File: config.mk
export PLATFORM = sky130hd
export DESIGN_NAME = pstc_top
export DESIGN_NICKNAME = d
export VERILOG_FILES = /design/src/pstc_pkg.sv /design/src/pstc_top.sv
export SDC_FILE = /design/constraint.sdc
export NUM_CORES = 1
export LEC_CHECK = 0
export BUFFER_PORTS_ARGS = -buffer_cell sky130_fd_sc_hd__buf_2
export CELL_PAD_IN_SITES_DETAIL_PLACEMENT = 0
export CELL_PAD_IN_SITES_GLOBAL_PLACEMENT = 1
export CORE_MARGIN = 1.5
export CORE_UTILIZATION = 36
export CTS_CLUSTER_DIAMETER = 50
export DETAILED_ROUTE_END_ITERATION = 12
export PLACE_DENSITY_LB_ADDON = 0.1
export RECOVER_POWER = 25
export SLEW_MARGIN = 30
export SYNTH_ARGS = -nofsm -noshare
export SYNTH_HDL_FRONTEND = slang
export SYNTH_SLANG_ARGS = --single-unit
File: constraint.sdc
create_clock -name clk_sys -period 2.97 [get_ports clk_sys]
set_input_delay 0.1485 -clock clk_sys [delete_from_list [all_inputs] [get_ports clk_sys]]
set_output_delay 0.1485 -clock clk_sys [all_outputs]
set_load 0.005 [all_outputs]
File: src/pstc_pkg.sv
// shared constants and carriers for the pixel sample timing control block
`default_nettype none
package pstc_pkg;

	// ********************************************************
	// colour codes shared by the multiplexers
	// ********************************************************
	localparam logic [1:0] PSTC_RED = 2'h0;
	localparam logic [1:0] PSTC_GREEN = 2'h1;
	localparam logic [1:0] PSTC_BLUE = 2'h2;

	// ********************************************************
	// sizes, counts and reset values
	// ********************************************************
	localparam int PSTC_DELAY_W = 3;
	localparam int PSTC_NUM_BLOCKS = 4;
	localparam int PSTC_NUM_CHAN = 3;
	// cycles taken to stream the three parallel samples out
	localparam int PSTC_STREAM_LEN = 3;
	// partner-side limits, kept for reference only
	localparam int PSTC_MCLK_MAX_MHZ = 40;
	localparam int PSTC_SYNC_MAX_MHZ = 20;
	localparam logic [3:0] PSTC_RST_BLOCK_EN = 4'h0;
	localparam logic [2:0] PSTC_RST_CHAN_EN = 3'h0;
	localparam logic [2:0] PSTC_ALL_CHAN = 3'h7;

	// ********************************************************
	// carriers
	// ********************************************************
	typedef struct packed {
		logic [3:0] block_en;
		logic [2:0] chan_en;
		logic active;
	} pstc_pwr_s;

	typedef struct packed {
		logic [1:0] input_sel;
		logic [1:0] coeff_sel;
	} pstc_sel_s;

	typedef enum logic [1:0] {
		STR_IDLE,
		STR_RED,
		STR_GREEN,
		STR_BLUE
	} pstc_stream_e;

	function automatic logic [1:0] pstc_next_colour(input logic [1:0] c);
		case (c)
			PSTC_RED: pstc_next_colour = PSTC_GREEN;
			PSTC_GREEN: pstc_next_colour = PSTC_BLUE;
			default: pstc_next_colour = PSTC_RED;
		endcase
	endfunction : pstc_next_colour

	function automatic logic [2:0] pstc_onehot(input logic [1:0] c);
		case (c)
			PSTC_RED: pstc_onehot = 3'h1;
			PSTC_GREEN: pstc_onehot = 3'h2;
			PSTC_BLUE: pstc_onehot = 3'h4;
			default: pstc_onehot = 3'h0;
		endcase
	endfunction : pstc_onehot

endpackage : pstc_pkg
`default_nettype wire

File: src/pstc_top.sv
// pixel sample timing control: sync detect, sampling strobe, power and colour muxes
//
// Notes on behaviour
// partner master clock 40MHz, sync 20MHz max
// partner pin sync pulse lasts one clock
// sample on first edge after sync low
// detector makes pulse from chosen sync edge
// internal pulse delayed by sync_delay clocks
// detector pulse replaces pin pulse when enabled
// global enable powers whole device down/up; the code ignores global_en while selective_pd_en is set
// selective mode: mask bits disable blocks
// state kept and controls live when down
// line mode: green/blue off, red only
// single mode samples input_channel_sel input
// muxes advance first edge after pulse high
// autocycle reset write selects red everywhere; with force on, the input mux keeps forced_input_sel
// no force, no pin: all follow colour field
// no force, pin: all cycle together
// force, no pin: input forced, coeff field
// force, pin: input forced, coeff cycles
// partner keeps clock-to-sync ratio per mode
// interleaved: three parallel samples streamed out
// software programs setup register per mode
// detector compares registered sync with previous
`timescale 1ns/1ps
`default_nettype none
module pstc_top
	import pstc_pkg::*;
#(
	parameter int DELAY_W = PSTC_DELAY_W
) (
	input wire logic clk_sys,
	input wire logic resetn,
	input wire logic pixel_sync,
	input wire logic autocycle_pulse_pin,
	input wire logic global_en,
	input wire logic selective_pd_en,
	input wire logic [3:0] block_disable_mask,
	input wire logic sync_detect_en,
	input wire logic sync_edge_pol,
	input wire logic [DELAY_W-1:0] sync_delay,
	input wire logic line_seq_colour_en,
	input wire logic single_channel_mode,
	input wire logic [1:0] input_channel_sel,
	input wire logic autocycle_pin_en,
	input wire logic force_mux_en,
	input wire logic [1:0] forced_input_sel,
	input wire logic [1:0] internal_colour_sel,
	input wire logic autocycle_reset_wr,
	output logic sample_strobe,
	output logic [2:0] sample_chan_en,
	output logic stream_valid,
	output logic [1:0] stream_colour,
	output pstc_sel_s sel,
	output pstc_pwr_s pwr
);

	localparam int HIST = (1 << DELAY_W) - 1;

	initial begin
		if (DELAY_W < 2 || DELAY_W > 4) $error("pstc_top: DELAY_W must be 2..4");
	end

	// ********************************************************
	// pin synchronisers
	// ********************************************************
	logic sync_m, sync_s, sync_prev;
	logic acyc_m, acyc_s, acyc_prev;

	always_ff @(posedge clk_sys or negedge resetn) begin
		if (!resetn) begin
			sync_m <= 1'b0;
			sync_s <= 1'b0;
			sync_prev <= 1'b0;
			acyc_m <= 1'b0;
			acyc_s <= 1'b0;
			acyc_prev <= 1'b0;
		end else begin
			sync_m <= pixel_sync;
			sync_s <= sync_m;
			sync_prev <= sync_s;
			acyc_m <= autocycle_pulse_pin;
			acyc_s <= acyc_m;
			acyc_prev <= acyc_s;
		end
	end

	// ********************************************************
	// programmable sync edge detector and delay
	// ********************************************************
	logic edge_pulse;
	logic int_pulse;
	logic [HIST-1:0] hist;

	// a shift history rather than a counter, so edges closer together
	// than the delay are each kept
	assign edge_pulse = sync_detect_en &&
		(sync_edge_pol ? (sync_s && !sync_prev) : (!sync_s && sync_prev));

	always_ff @(posedge clk_sys or negedge resetn) begin
		if (!resetn) begin
			hist <= '0;
		end else begin
			hist <= {hist[HIST-2:0], edge_pulse};
		end
	end

	always_comb begin
		if (sync_delay == '0) begin
			int_pulse = edge_pulse;
		end else begin
			int_pulse = hist[sync_delay - 1'b1];
		end
	end

	// ********************************************************
	// power control
	// ********************************************************
	logic dev_active;
	logic single_eff;

	assign dev_active = selective_pd_en ? 1'b1 : global_en;
	assign single_eff = line_seq_colour_en || single_channel_mode;

	always_ff @(posedge clk_sys or negedge resetn) begin
		if (!resetn) begin
			pwr.block_en <= PSTC_RST_BLOCK_EN;
			pwr.chan_en <= PSTC_RST_CHAN_EN;
			pwr.active <= 1'b0;
		end else begin
			if (selective_pd_en) begin
				pwr.block_en <= ~block_disable_mask;
			end else begin
				pwr.block_en <= {PSTC_NUM_BLOCKS{global_en}};
			end
			if (!dev_active) begin
				pwr.chan_en <= 3'h0;
			end else if (line_seq_colour_en) begin
				pwr.chan_en <= 3'h1;
			end else begin
				pwr.chan_en <= PSTC_ALL_CHAN;
			end
			pwr.active <= dev_active;
		end
	end

	// ********************************************************
	// sampling strobe
	// ********************************************************
	logic eff_sync;
	logic eff_prev;
	logic take_sample;
	logic [1:0] next_input;
	logic [1:0] next_coeff;

	assign eff_sync = sync_detect_en ? int_pulse : sync_s;
	assign take_sample = eff_prev && !eff_sync && dev_active;

	always_ff @(posedge clk_sys or negedge resetn) begin
		if (!resetn) begin
			eff_prev <= 1'b0;
		end else begin
			eff_prev <= eff_sync;
		end
	end

	always_ff @(posedge clk_sys or negedge resetn) begin
		if (!resetn) begin
			sample_strobe <= 1'b0;
			sample_chan_en <= 3'h0;
		end else begin
			sample_strobe <= take_sample;
			if (take_sample) begin

				sample_chan_en <= line_seq_colour_en ? 3'h1
					: (single_eff ? pstc_onehot(next_input) : PSTC_ALL_CHAN);
			end else begin
				sample_chan_en <= 3'h0;
			end
		end
	end

	// ********************************************************
	// auto-cycle colour state
	// ********************************************************
	logic [1:0] cyc_colour;
	logic acyc_rise;

	assign acyc_rise = acyc_s && !acyc_prev;

	// not reset by power-down, so the colour survives standby
	always_ff @(posedge clk_sys or negedge resetn) begin
		if (!resetn) begin
			cyc_colour <= PSTC_RED;
		end else if (autocycle_reset_wr) begin
			cyc_colour <= PSTC_RED;
		end else if (acyc_rise && autocycle_pin_en) begin
			cyc_colour <= pstc_next_colour(cyc_colour);
		end
	end

	// ********************************************************
	// interleaved stream of the three parallel samples
	// ********************************************************
	function automatic logic [1:0] stream_colour_of(input pstc_stream_e s);
		case (s)
			STR_GREEN: stream_colour_of = PSTC_GREEN;
			STR_BLUE: stream_colour_of = PSTC_BLUE;
			default: stream_colour_of = PSTC_RED;
		endcase
	endfunction : stream_colour_of

	pstc_stream_e str_state;
	pstc_stream_e next_str;

	always_comb begin
		next_str = str_state;
		case (str_state)
			STR_IDLE: begin
				if (take_sample && !single_eff) begin
					next_str = STR_RED;
				end
			end
			STR_RED: next_str = STR_GREEN;
			STR_GREEN: next_str = STR_BLUE;
			STR_BLUE: begin
				if (take_sample && !single_eff) begin
					next_str = STR_RED;
				end else begin
					next_str = STR_IDLE;
				end
			end
			default: next_str = STR_IDLE;
		endcase
	end

	always_ff @(posedge clk_sys or negedge resetn) begin
		if (!resetn) begin
			str_state <= STR_IDLE;
		end else begin
			str_state <= next_str;
		end
	end

	always_ff @(posedge clk_sys or negedge resetn) begin
		if (!resetn) begin
			stream_valid <= 1'b0;
			stream_colour <= PSTC_RED;
		end else begin
			stream_valid <= (next_str != STR_IDLE);
			stream_colour <= stream_colour_of(next_str);
		end
	end

	// ********************************************************
	// input and coefficient multiplexers
	// ********************************************************
	always_comb begin
		if (line_seq_colour_en) begin
			if (force_mux_en) begin
				next_input = forced_input_sel;
			end else if (autocycle_pin_en) begin
				next_input = cyc_colour;
			end else begin
				next_input = internal_colour_sel;
			end
			next_coeff = autocycle_pin_en ? cyc_colour : internal_colour_sel;
		end else if (single_channel_mode) begin
			next_input = input_channel_sel;
			next_coeff = input_channel_sel;
		end else begin
			next_input = PSTC_RED;
			next_coeff = stream_colour_of(next_str);
		end
	end

	always_ff @(posedge clk_sys or negedge resetn) begin
		if (!resetn) begin
			sel.input_sel <= PSTC_RED;
			sel.coeff_sel <= PSTC_RED;
		end else begin
			sel.input_sel <= next_input;
			sel.coeff_sel <= next_coeff;
		end
	end
endmodule : pstc_top
`default_nettype wire

==> run metrics <==
largest net degree at the start of global routing 36; outcome finished, final reports clean; top cell type by total area after synthesis dfrtp_1; max-slew violations 0; Max FO, Critical Path 6; Worst R2R Path Depth 5; RR Startpoint hist[0]$_DFF_PN0_; top-area cell type share of the netlist area between 60% and 70%; Post-Route Skew between 6 and 7 ps; CP required 3170 ps; DRT antenna net count 0; Vias/cell about 4.6; Int Power ~850 uW; clock buffer count from CTS 5; synthesized area approximately 1400 um^2; setup tns final 0 ps; gr usage total between 10 and 15%; die height 65.9 um; IO Pins 45; diode count 0; Fmax just under 0.6 GHz; Worst-path clk slew about 60 ps; Root Buffer clkbuf_8; Wirelength per Cell about 12 um; Synth Register Bits 35; Via Count 994; Gate power share between 10% and 20%; Routed WL around 2.7 mm; CP Class flip-flop to flip-flop; Yosys warnings 0; flop-to-flop setup slack about 1300 ps; Pleak 0.000908 uW; Peak VDD IR 380 uV; postcts setup bufs 0; H-tree depth 2; PortBufs between 40 and 50; final hold vios 0; RSZ-0062 raised after global routing no; vias in the first global route 990; CTS sink count 35; HPWL after detailed placement between 1.5 and 2 mm; Final Net Count roughly 200; Cell variety after synth 26; CP startpoint hist[0]$_DFF_PN0_; Slew headroom 48.6%; minimum clock period 1680 ps; GR Overflow Total 0; fin crit share around 57%; most frequent cells in the layout buf_2 (43), dfrtp_1 (35), a21oi_1 (12); area delta synth->final 27.1%; First-pass DRT Iterations 4; Final setup viols 0; switching power share of the total roughly a quarter; HP Class input port to flip-flop; pwr dens 638 nW/um^2; DRT iter0 DRCs between 60 and 70; sw power ~300 uW; CP Launch Type flip-flop; clock tree from TritonCTS yes; Die Area approximately 4300 um^2; Core Box Area approximately 3700 um^2; final estimated routing congestion in global placement about 0.77; first-pass GRT wire length between 4 and 5 mm; Synth area leaders dfrtp_1 (61%), ha_1 (5.3%), a21oi_1 (4.2%); syn_area_per_cell 12.2 um^2; power share of the sequential group approximately 50%; most common cell after layout, fill and taps aside buf_2; Filler Cell Count ~370; CP endpoint sample_chan_en[2]$_DFF_PN0_; share of layout cells above drive strength 1 between 30% and 40%; Final Util slightly below 50%; initial antenna violation count 0; WP data arrival around 1900 ps; DRC 0; Die X 65.9 um; clock buffer depth 2; FF-to-FF End sample_chan_en[2]$_DFF_PN0_; FP Rows 22; actual slew at the worst max-slew pin 770 ps; clock power share between 30% and 40%; Post-Synthesis Cells ~120; initial core utilization a little under two fifths; MaxCap Viol Count 0; crit end category flip-flop; Worst-Skew Late Latency ~280 ps; sequential area share after synthesis just over 60%; cts repair resizes 0; syn_nets between 100 and 150
-- registers in the layout (all words and copies together) (netlist names) --
signal and flops:
sync_s 1, sync_m 1, pwr 6, eff_prev 1, str_state 2, sample_chan_en 3
stream_valid 1, acyc_m 1, sel 4, acyc_prev 1, acyc_s 1, stream_colour 2
sync_prev 1, hist 7, cyc_colour 2, sample_strobe 1
-- power by group through the flow --
stage	Combinational, uW	Sequential, uW	Clock (uW)
6_report	218	571	367
5_1_grt	254	580	406
4_1_cts	224	572	381
3_5_place_dp	221	580	0
3_3_place_gp	213	577	0
2_1_floorplan	121	579	0
-- cells by family after synthesis --
| group | after synthesis | share of synthesized area, % |
|---|---|---|
| mux | 5 | 4.39 |
| compound gates | 27 | 12.6 |
| simple gates | 32 | 12.6 |
| flops | 35 | 61.5 |
| buf+inv | 12 | 3.69 |
| fa+ha+maj | 6 | 5.27 |
-- metal layers --
metal	up-vias	global-route usage, %	part of all wire [%]	wire length, um
li1	492	-	-	-
met2	32	22.1	46	1240
met1	464	17.7	46	1230
met3	6	4.60	6.3	170
met4	0	7.81	1.6	44
met5	-	0	0	0
-- Yosys cell counts, drive strengths merged --
cell and instances:
mux4 1, nor3b 2, buf 3, o211ai 1, nor2b 4, nor2 7, a21oi 12, o21ai 7
dfrtp 35, nand3b 2, a21o 1, clkbuf 1, nor3 1, nand2b 4, ha 6, mux2i 4
a211oi 5, nand2 9, or3b 1, inv 8, or3 2, a221oi 1
-- timing repair --
item,4_1_cts,5_1_grt
hold buffers,3,0
endpoints found under the hold margin,37,0
setup endpoints to repair,0,0
-- area by class of cell --
cell class / count / area (um^2) / area share [%]
Timing Repair Buffer: 47 / 249 / 13.7
Tap cell: 48 / 60.1 / 3.31
Clock buffer: 8 / 100 / 5.52
Sequential cell: 35 / 876 / 48.3
Multi-Input combinational cell: 70 / 497 / 27.4
Inverter: 8 / 30.0 / 1.66
-- critical path, stage by stage (launching register included) --
cell and delay, ps:
dfrtp_1 400, mux4_2 490, a211oi_2 230, a221oi_2 60
nand3b_4 210, a211oi_2 220
-- metrics by stage --
step | setup WS (ps) | power (uW) | hold WS [ps] | cell area (um^2) | cells
global placement | 1170 | 790 | 249 | 1680 | 205
floorplan | 1380 | 700 | -147 | 1430 | 117
CTS | 1290 | 1180 | 19.8 | 1810 | 216
detailed placement | 1100 | 801 | 258 | 1680 | 205
finish | 1290 | 1160 | 28.8 | 1810 | 216
global route | 1170 | 1240 | 31.2 | 1810 | 216
-- worst min-delay path by stage --
stage | start | end | slack [ps] | cells past startpoint
after global placement | resetn | sample_strobe$_DFF_PN0_ | 250 | 1
after global routing | autocycle_reset_wr | cyc_colour[1]$_DFFE_PN0P_ | 30 | 2
final | autocycle_reset_wr | cyc_colour[0]$_DFFE_PN0P_ | 30 | 2
after floorplan | resetn | acyc_m$_DFF_PN0_ | -150 | 0
after CTS | autocycle_reset_wr | cyc_colour[0]$_DFFE_PN0P_ | 20 | 2
after detailed placement | pixel_sync | sync_m$_DFF_PN0_ | 260 | 1
Note: power is estimated with default switching activity, not from simulation.
